## config.mk

```make
export PLATFORM = sky130hd
export DESIGN_NAME = eps_seq
export DESIGN_NICKNAME = d
export VERILOG_FILES = /design/src/hw/eps_pkg.sv /design/src/hw/eps_seq.sv /design/src/hw/eps_sync.sv
export SDC_FILE = /design/constraint.sdc
export NUM_CORES = 1
export LEC_CHECK = 0
export ABC_CLOCK_PERIOD_IN_PS = 5300
export BUFFER_PORTS_ARGS = -buffer_cell sky130_fd_sc_hd__clkbuf_2
export CAP_MARGIN = 20
export CORE_MARGIN = 2
export CORE_UTILIZATION = 24
export CTS_BUF_LIST = sky130_fd_sc_hd__clkbuf_16
export DETAILED_ROUTE_END_ITERATION = 8
export GPL_TIMING_DRIVEN = 0
export HOLD_SLACK_MARGIN = 0.03
export PLACE_DENSITY = 0.4
export REMOVE_ABC_BUFFERS = 1
export SLEW_MARGIN = 25
export SYNTH_ARGS = -nofsm -noshare
export SYNTH_HDL_FRONTEND = slang
export SYNTH_SLANG_ARGS = --single-unit
```

## constraint.sdc

```tcl
create_clock -name mclk -period 5.3 [get_ports mclk]
set_clock_uncertainty 0.15 [all_clocks]
set_input_delay 0.53 -clock mclk [delete_from_list [all_inputs] [get_ports mclk]]
set_output_delay 0.53 -clock mclk [all_outputs]
set_load 0.005 [all_outputs]
```

## src/hw/eps_pkg.sv

```systemverilog
// Purpose: Shared constants and types for the EPROM programming sequencer.
// Assumes: 100 MHz mclk; supply levels are selected by external regulators.
// Notes: Supply select codes drive off-chip level switches.
package eps_pkg;
  // -------------------------------------------------------------------
  // Widths and timing
  // -------------------------------------------------------------------
  localparam int ADDR_W = 15;
  localparam int DATA_W = 8;
  localparam int TMR_W = 16;
  localparam int CNT_W = 6;
  localparam int CLK_MHZ = 100;
  localparam int FAST_PULSE_US = 100;
  localparam int FAST_PULSE_CYC = FAST_PULSE_US * CLK_MHZ;
  localparam int INTER_PULSE_US = 100;
  localparam int INTER_PULSE_CYC = INTER_PULSE_US * CLK_MHZ;
  localparam int FAST_MAX_PULSES = 25;
  localparam int INTER_MAX_PULSES = 25;
  localparam int SETTLE_US = 2;
  localparam int SETTLE_CYC = SETTLE_US * CLK_MHZ;
  localparam int SETUP_NS = 100;
  localparam int SETUP_CYC = (SETUP_NS * CLK_MHZ + 999) / 1000;
  localparam int HOLD_NS = 100;
  localparam int HOLD_CYC = (HOLD_NS * CLK_MHZ + 999) / 1000;
  localparam int READ_NS = 250;
  localparam int READ_CYC = (READ_NS * CLK_MHZ + 999) / 1000;
  // -------------------------------------------------------------------
  // Supply select codes
  // -------------------------------------------------------------------
  localparam logic [1:0] VPP_NOM = 2'h0;
  localparam logic [1:0] VPP_PROG = 2'h1;
  localparam logic [1:0] VPP_FAST = 2'h2;
  localparam logic [1:0] VCC_NOM = 2'h0;
  localparam logic [1:0] VCC_RAISED = 2'h1;
  localparam logic [1:0] VCC_FAST = 2'h2;
  // -------------------------------------------------------------------
  // Types
  // -------------------------------------------------------------------
  typedef enum logic [3:0] {
    ST_IDLE = 4'h0,
    ST_SUPPLY = 4'h1,
    ST_LOAD = 4'h3,
    ST_SETUP = 4'h2,
    ST_PULSE = 4'h6,
    ST_HOLD = 4'h7,
    ST_VERIFY = 4'h5,
    ST_NEXT = 4'h4,
    ST_DONE = 4'hc
  } eps_state_t;
  typedef enum logic [1:0] {
    PASS_PROG = 2'h0,
    PASS_OVER = 2'h1,
    PASS_FINAL = 2'h3
  } eps_pass_t;
  typedef struct packed {
    logic start;
    logic fast;
    logic [ADDR_W-1:0] first;
    logic [ADDR_W-1:0] last;
  } eps_cmd_t;
  typedef struct packed {
    logic [ADDR_W-1:0] addrLines;
    logic [DATA_W-1:0] dataOut;
    logic dataOe;
    // Only the select strobe is per part; gate and the rest may fan out
    logic selN;
    logic gateN;
    logic [1:0] vppSel;
    logic [1:0] vccSel;
  } eps_pins_t;
endpackage

```

## src/hw/eps_seq.sv

```systemverilog
// Purpose: Host-side programming sequencer for a 32K x 8 UV-erasable EPROM.
// Assumes: User supplies the expected byte for each address on request.
// Notes: Each pass re-requests bytes, so the user must replay the same data.
module eps_seq #(
  parameter int FAST_PULSE = eps_pkg::FAST_PULSE_CYC,
  parameter int INTER_PULSE = eps_pkg::INTER_PULSE_CYC,
  parameter int FAST_MAX = eps_pkg::FAST_MAX_PULSES,
  parameter int INTER_MAX = eps_pkg::INTER_MAX_PULSES
) (
  input wire logic mclk,
  input wire logic nrst,
  input wire eps_pkg::eps_cmd_t cmd,
  input wire logic byteValid,
  input wire logic [eps_pkg::DATA_W-1:0] byteIn,
  input wire logic [eps_pkg::DATA_W-1:0] dataIn,
  output eps_pkg::eps_pins_t pins,
  output logic wantByte,
  output logic [eps_pkg::ADDR_W-1:0] wantAddr,
  output logic busy,
  output logic done,
  output logic failPulse,
  output logic [eps_pkg::ADDR_W-1:0] failAddr,
  output logic anyFail
);
  // -------------------------------------------------------------------
  // Declarations
  // -------------------------------------------------------------------
  localparam logic [eps_pkg::TMR_W-1:0] T_SETTLE = eps_pkg::TMR_W'(eps_pkg::SETTLE_CYC);
  localparam logic [eps_pkg::TMR_W-1:0] T_SETUP = eps_pkg::TMR_W'(eps_pkg::SETUP_CYC);
  localparam logic [eps_pkg::TMR_W-1:0] T_HOLD = eps_pkg::TMR_W'(eps_pkg::HOLD_CYC);
  localparam logic [eps_pkg::TMR_W-1:0] T_READ = eps_pkg::TMR_W'(eps_pkg::READ_CYC);
  localparam logic [eps_pkg::TMR_W-1:0] T_FPULSE = eps_pkg::TMR_W'(FAST_PULSE);
  localparam logic [eps_pkg::TMR_W-1:0] T_IPULSE = eps_pkg::TMR_W'(INTER_PULSE);
  localparam logic [eps_pkg::CNT_W-1:0] N_FAST = eps_pkg::CNT_W'(FAST_MAX);
  localparam logic [eps_pkg::CNT_W-1:0] N_INTER = eps_pkg::CNT_W'(INTER_MAX);

  eps_pkg::eps_state_t state_reg;
  eps_pkg::eps_pass_t pass_reg;
  logic [eps_pkg::TMR_W-1:0] tmr_reg;
  logic [eps_pkg::CNT_W-1:0] pulses_reg;
  logic [eps_pkg::DATA_W-1:0] expect_reg;
  logic fast_reg;
  logic [eps_pkg::ADDR_W-1:0] first_reg;
  logic [eps_pkg::ADDR_W-1:0] last_reg;
  logic [eps_pkg::DATA_W-1:0] readBack;
  logic tmrDone;
  logic isMatch;
  logic atLimit;
  logic atLast;
  logic [eps_pkg::TMR_W-1:0] pulseWidth;
  logic [eps_pkg::CNT_W-1:0] pulseMax;
  logic [eps_pkg::ADDR_W-1:0] addrInc;

  eps_sync #(.W(eps_pkg::DATA_W)) u_sync (
    .mclk(mclk),
    .nrst(nrst),
    .pinIn(dataIn),
    .stableOut(readBack)
  );

  // -------------------------------------------------------------------
  // Decoding
  // -------------------------------------------------------------------
  assign tmrDone = (tmr_reg == '0);
  assign isMatch = (readBack == expect_reg);
  assign pulseWidth = fast_reg ? T_FPULSE : T_IPULSE;
  assign pulseMax = fast_reg ? N_FAST : N_INTER;
  assign atLimit = (pulses_reg >= pulseMax);
  assign atLast = (pins.addrLines == last_reg);
  assign addrInc = pins.addrLines + 15'h0001;

  // -------------------------------------------------------------------
  // Sequencer
  // -------------------------------------------------------------------
  always_ff @(posedge mclk or negedge nrst) begin
    if (!nrst) begin
      state_reg <= eps_pkg::ST_IDLE;
      pass_reg <= eps_pkg::PASS_PROG;
      tmr_reg <= '0;
      pulses_reg <= '0;
      expect_reg <= 8'hff;
      fast_reg <= 1'b0;
      first_reg <= '0;
      last_reg <= '0;
      pins <= '{addrLines: '0, dataOut: 8'hff, dataOe: 1'b0, selN: 1'b1,
                gateN: 1'b1, vppSel: eps_pkg::VPP_NOM, vccSel: eps_pkg::VCC_NOM};
      wantByte <= 1'b0;
      wantAddr <= '0;
      busy <= 1'b0;
      done <= 1'b0;
      failPulse <= 1'b0;
      failAddr <= '0;
      anyFail <= 1'b0;
    end else begin
      done <= 1'b0;
      failPulse <= 1'b0;
      if (!tmrDone) begin
        tmr_reg <= tmr_reg - 16'h0001;
      end
      case (state_reg)
        eps_pkg::ST_IDLE: begin
          pins.selN <= 1'b1;
          if (cmd.start) begin
            fast_reg <= cmd.fast;
            first_reg <= cmd.first;
            last_reg <= cmd.last;
            pins.addrLines <= cmd.first;
            pass_reg <= eps_pkg::PASS_PROG;
            anyFail <= 1'b0;
            busy <= 1'b1;
            pins.gateN <= 1'b1;
            pins.vppSel <= cmd.fast ? eps_pkg::VPP_FAST : eps_pkg::VPP_PROG;
            pins.vccSel <= cmd.fast ? eps_pkg::VCC_FAST : eps_pkg::VCC_RAISED;
            tmr_reg <= T_SETTLE;
            state_reg <= eps_pkg::ST_SUPPLY;
          end
        end
        eps_pkg::ST_SUPPLY: begin
          if (tmrDone) begin
            wantByte <= 1'b1;
            wantAddr <= pins.addrLines;
            state_reg <= eps_pkg::ST_LOAD;
          end
        end
        eps_pkg::ST_LOAD: begin
          if (byteValid) begin
            wantByte <= 1'b0;
            expect_reg <= byteIn;
            pulses_reg <= '0;
            if (pass_reg == eps_pkg::PASS_FINAL) begin
              // Fast mode reads back in plain read mode, supplies nominal
              pins.selN <= !fast_reg;
              pins.gateN <= 1'b0;
              tmr_reg <= T_READ;
              state_reg <= eps_pkg::ST_VERIFY;
            end else begin
              pins.dataOut <= byteIn;
              pins.dataOe <= 1'b1;
              tmr_reg <= T_SETUP;
              state_reg <= eps_pkg::ST_SETUP;
            end
          end
        end
        eps_pkg::ST_SETUP: begin
          if (tmrDone) begin
            pins.selN <= 1'b0;
            tmr_reg <= pulseWidth;
            pulses_reg <= pulses_reg + 6'h01;
            state_reg <= eps_pkg::ST_PULSE;
          end
        end
        eps_pkg::ST_PULSE: begin
          if (tmrDone) begin
            pins.selN <= 1'b1;
            tmr_reg <= T_HOLD;
            state_reg <= eps_pkg::ST_HOLD;
          end
        end
        eps_pkg::ST_HOLD: begin
          if (tmrDone) begin
            pins.dataOe <= 1'b0;
            if (pass_reg == eps_pkg::PASS_OVER) begin
              state_reg <= eps_pkg::ST_NEXT;
            end else begin
              // Gate drops one cycle after release to avoid bus fight
              tmr_reg <= T_READ;
              state_reg <= eps_pkg::ST_VERIFY;
            end
          end
        end
        eps_pkg::ST_VERIFY: begin
          if (pins.dataOe == 1'b0 && pass_reg != eps_pkg::PASS_FINAL) begin
            pins.gateN <= 1'b0;
          end
          if (tmrDone) begin
            pins.gateN <= 1'b1;
            pins.selN <= 1'b1;
            if (pass_reg == eps_pkg::PASS_FINAL) begin
              if (!isMatch) begin
                failPulse <= 1'b1;
                failAddr <= pins.addrLines;
                anyFail <= 1'b1;
              end
              state_reg <= eps_pkg::ST_NEXT;
            end else if (isMatch) begin
              state_reg <= eps_pkg::ST_NEXT;
            end else if (atLimit) begin
              failPulse <= 1'b1;
              failAddr <= pins.addrLines;
              anyFail <= 1'b1;
              state_reg <= eps_pkg::ST_NEXT;
            end else begin
              pins.dataOe <= 1'b1;
              tmr_reg <= T_SETUP;
              state_reg <= eps_pkg::ST_SETUP;
            end
          end
        end
        eps_pkg::ST_NEXT: begin
          if (!atLast) begin
            pins.addrLines <= addrInc;
            wantByte <= 1'b1;
            wantAddr <= addrInc;
            state_reg <= eps_pkg::ST_LOAD;
          end else if (pass_reg == eps_pkg::PASS_PROG && !fast_reg) begin
            pass_reg <= eps_pkg::PASS_OVER;
            pins.addrLines <= first_reg;
            wantByte <= 1'b1;
            wantAddr <= first_reg;
            state_reg <= eps_pkg::ST_LOAD;
          end else if (pass_reg != eps_pkg::PASS_FINAL) begin
            pass_reg <= eps_pkg::PASS_FINAL;
            pins.addrLines <= first_reg;
            pins.vccSel <= eps_pkg::VCC_NOM;
            pins.vppSel <= fast_reg ? eps_pkg::VPP_NOM : eps_pkg::VPP_PROG;
            tmr_reg <= T_SETTLE;
            state_reg <= eps_pkg::ST_SUPPLY;
          end else begin
            pins.vppSel <= eps_pkg::VPP_NOM;
            pins.vccSel <= eps_pkg::VCC_NOM;
            state_reg <= eps_pkg::ST_DONE;
          end
        end
        eps_pkg::ST_DONE: begin
          busy <= 1'b0;
          done <= 1'b1;
          state_reg <= eps_pkg::ST_IDLE;
        end
        default: begin
          state_reg <= eps_pkg::ST_IDLE;
        end
      endcase
    end
  end

  // -------------------------------------------------------------------
  // Checks
  // -------------------------------------------------------------------
  logic [eps_pkg::TMR_W-1:0] lowCnt;
  always_ff @(posedge mclk or negedge nrst) begin
    if (!nrst) begin
      lowCnt <= '0;
    end else begin
      lowCnt <= (!pins.selN && pins.gateN) ? lowCnt + 16'h0001 : '0;
    end
  end
endmodule

```

## src/hw/eps_sync.sv

```systemverilog
// Purpose: Three-stage synchroniser with agreement filter for pin inputs.
// Assumes: Input is asynchronous to mclk.
// Notes: Output moves only when stages two and three agree.
module eps_sync #(
  parameter int W = 8
) (
  input wire logic mclk,
  input wire logic nrst,
  input wire logic [W-1:0] pinIn,
  output logic [W-1:0] stableOut
);
  logic [W-1:0] s1_reg;
  logic [W-1:0] s2_reg;
  logic [W-1:0] s3_reg;
  logic [W-1:0] stable_next;

  assign stable_next = (s2_reg == s3_reg) ? s3_reg : stableOut;

  always_ff @(posedge mclk or negedge nrst) begin
    if (!nrst) begin
      s1_reg <= '0;
      s2_reg <= '0;
      s3_reg <= '0;
      stableOut <= '0;
    end else begin
      s1_reg <= pinIn;
      s2_reg <= s1_reg;
      s3_reg <= s2_reg;
      stableOut <= stable_next;
    end
  end
endmodule

```

==> impl_metrics.ini <==
[route]
drt_first_iter_violations = 285
vias_per_cell = 4.655
drt_wl_total_um = 24860
drt_first_pass_iters = 4
ant_nets = 0
drc = 0
wl_per_cell_um = 18.05
vias = 6410

[yosys]
synth.avg_cell_area_sq_um = 9.971
netlist_top_cells_area = dfrtp_1 44%, nand2_1 7.7%, dfstp_2 5.8%, mux2_2 3.6%, xor2_1 3.3%
synth_seq_cells = 163
synthesis.area_sq_um = 8157
async_reset_ff_share_pct = 100.0
synth-edff-count = 0
synth_ff_type = dfrtp_1
netlist_instances = 818
netlist-cell-type-count = 76
seq_area_frac_synth_pct = 50.28
synth_top_area_share_pct = 44.49
yosysTopAreaCell = dfrtp_1
yosysWarningCount = 0

[global_route]
grt_usage_pct = 14.47
grt_pass1_vias = 6814
overflow = 0
grt_max_degree = 76
grt_pass1_wl_um = 39630
antenna_found_initial = 2

[floorplan]
die_h_um = 188.4
io_pins = 116
die_x_um = 188.4
die_area_sq_um = 35480
start_util_pct = 24.32
core_sq_um = 33530
fp-row-count = 67

[hold_path]
min_from = dataIn[1]
worst_hold_path_type = in2reg
whs_path_depth = 1
min_to = u_sync.s1_reg[1]

[power]
pwr_density_cell_nw_per_um2 = 565.8
p_leak_nw = 4.398
peakVddDrop_v = 0.0002673

[timing]
fin_crit_sh_pct = 72.77
drv_slew = 0
setup_violations = 0
rsz0062_at_grt = no
tightest_slew_ns = 0.9294
fmax_ghz = 0.2593
slew_headroom_pct = 37.89
layout_setup_ws_ns = 1.443
period_needed_ns = 3.857
hold_violations = 0

[final_layout]
nNetsFinal = 973
n_fill_cell = 3599
final_util_pct = 29.34
syn_to_final_growth_pct = 20.63
largest_reg_flops = 29
layout-drive-gt1-share_pct = 24.46

[clocking]
postCtsSetupBuffers = 0
cts_made_buffers = 17
htree_num_levels = 4
clk_latency_ns = 0.44
cts_tree = done
clock-root-buffer = clkbuf_16
max-clock-path-buffers = 2
clk_pin_slew_ns = 0.07
clkSinkCount = 163

[placement]
preCtsSetupSlack_ns = 1.341
hpwl_um = 16700
io_buffer_count = 115
place.gp.congestion = 0.7612

[critical_path]
required_ns = 5.48
critPathLaunchType = flop
worst_ep_arrival_time_ns = 4.03
worstSetupStartpoint = pins[16]
setup.worst_path.end_class = flop
worstReg2RegEnd = pins[23]
r2r-start = pins[16]
crit_type = reg2reg
rrSetupSlack_ns = 1.44
critical_path_peak_fanout = 22
r2r_cells = 6

[status]
status = complete, no violations

[flow_run]
maxCapViolations = 0
-- per-layer routing --
metal	vias to the layer above	track usage, %	wire length (um)
li1	3074	-	-
met1	3185	19.12	11530
met2	132	23.36	11850
met3	17	3.818	1237
met4	2	4.056	224
met5	-	0	13
-- through the flow --
step / TNS (ns) / instance area (sq um) / instances / hold WS, ns / power (W)
after floorplan: 0 / 7870 / 766 / 0.08441 / 0.003479
after global placement: -0.1639 / 9006 / 1329 / 0.1832 / 0.004289
after detailed placement: 0 / 9205 / 1340 / 0.1856 / 0.004336
after CTS: 0 / 9837 / 1376 / 0.03407 / 0.005661
after global routing: 0 / 9837 / 1376 / 0.03310 / 0.006011
final: 0 / 9839 / 1377 / 0.05104 / 0.005567
-- area by class of cell --
cell class | count | area, sq um | area share, %
multi-input cells | 584 | 3727 | 37.88
repair buffers | 130 | 779.5 | 7.922
diodes | 1 | 2.502 | 0.02543
clock inverters | 15 | 166.4 | 1.691
inverters | 19 | 76.32 | 0.7757
well taps | 448 | 560.5 | 5.697
clock buffers | 17 | 425.4 | 4.323
flip-flops and latches | 163 | 4101 | 41.68
-- cells in the mapped netlist, types with 3 or more instances --
| cell type | number |
|---|---|
| o21a_1 | 5 |
| dfrtp_1 | 145 |
| clkbuf_8 | 5 |
| nor3_1 | 28 |
| o2111ai_1 | 3 |
| nor4_1 | 10 |
| and3_1 | 4 |
| nand2b_1 | 4 |
| clkbuf_1 | 30 |
| o311ai_0 | 3 |
| mux2_2 | 26 |
| a211oi_1 | 4 |
| and2_1 | 4 |
| or3_1 | 6 |
| nand2_2 | 3 |
| a21o_1 | 3 |
| o21ai_0 | 40 |
| dfstp_2 | 18 |
| nand3_1 | 18 |
| a21oi_1 | 20 |
| buf_2 | 11 |
| inv_1 | 18 |
| mux2_1 | 9 |
| a22o_1 | 4 |
| o31ai_1 | 7 |
| a31oi_1 | 19 |
| and4_1 | 3 |
| nor2b_1 | 4 |
| xnor2_1 | 26 |
| ha_1 | 7 |
| nor2_1 | 43 |
| xor2_1 | 31 |
| nand2_1 | 168 |
| nand4_1 | 11 |
| o21ai_1 | 3 |
| a2bb2oi_1 | 8 |
| o211ai_1 | 12 |
-- layout by cell type (no fill, tap or decap), types with 11 or more instances in the layout --
cell       Yosys  final
clkbuf_16      0     17
xor2_1        31     31
nand3_1       18     17
o211ai_1      12     12
xnor2_1       26     26
inv_1         18     19
nor3_1        28     28
nand4_1       11     11
mux2_2        26     26
nor2_1        43     43
clkbuf_2       1    114
dfstp_2       18     18
a31oi_1       19     18
nand2_1      168    167
o21ai_0       40     40
dfrtp_1      145    145
a21oi_1       20     20
-- power by group --
part | total (W) | internal (W) | leakage (nW) | switching (W)
Combinational | 0.00207 | 0.000901 | 2.12 | 0.00117
Sequential | 0.00221 | 0.00170 | 1.99 | 0.000514
Clock | 0.00129 | 0.000737 | 0.289 | 0.000550
Total | 0.00557 | 0.00334 | 4.40 | 0.00223
-- worst max path at each step --
stage | slack, ns | end | cells past startpoint
after CTS | 1.32 | pins[23] | 6
final | 1.44 | pins[23] | 6
after global placement | -0.02 | pins[11] | 4
after detailed placement | 1.34 | pins[23] | 6
after global routing | 1.12 | pins[23] | 6
after floorplan | 2.21 | pins[10] | 4
-- cell families (layout without fill, tap and decap cells) --
kind of cell,Yosys count,count (layout),synth area share (%)
compound gates,162,162,14.37
flops,163,163,50.28
mux,36,36,5.016
other cells,0,1,0
buf+inv,71,181,4.448
fa+ha+maj,7,7,1.074
xor+xnor,57,57,6.121
simple gates,322,322,18.68
-- critical path, stage by stage (launching register included) --
cell and delay [ns]:
dfrtp_1 0.55, xor2_1 0.22, nor4_1 0.45, nand2_1 0.65
o31ai_2 0.86, nand2_2 0.44, mux2_2 0.39
-- repair_timing --
| item | 4_1_cts | 5_1_grt |
|---|---|---|
| hold endpoints to repair | 36 | 0 |
| resized for setup | 0 | 0 |
| hold buffers | 4 | 0 |
Power figures use the tool's default switching activity.
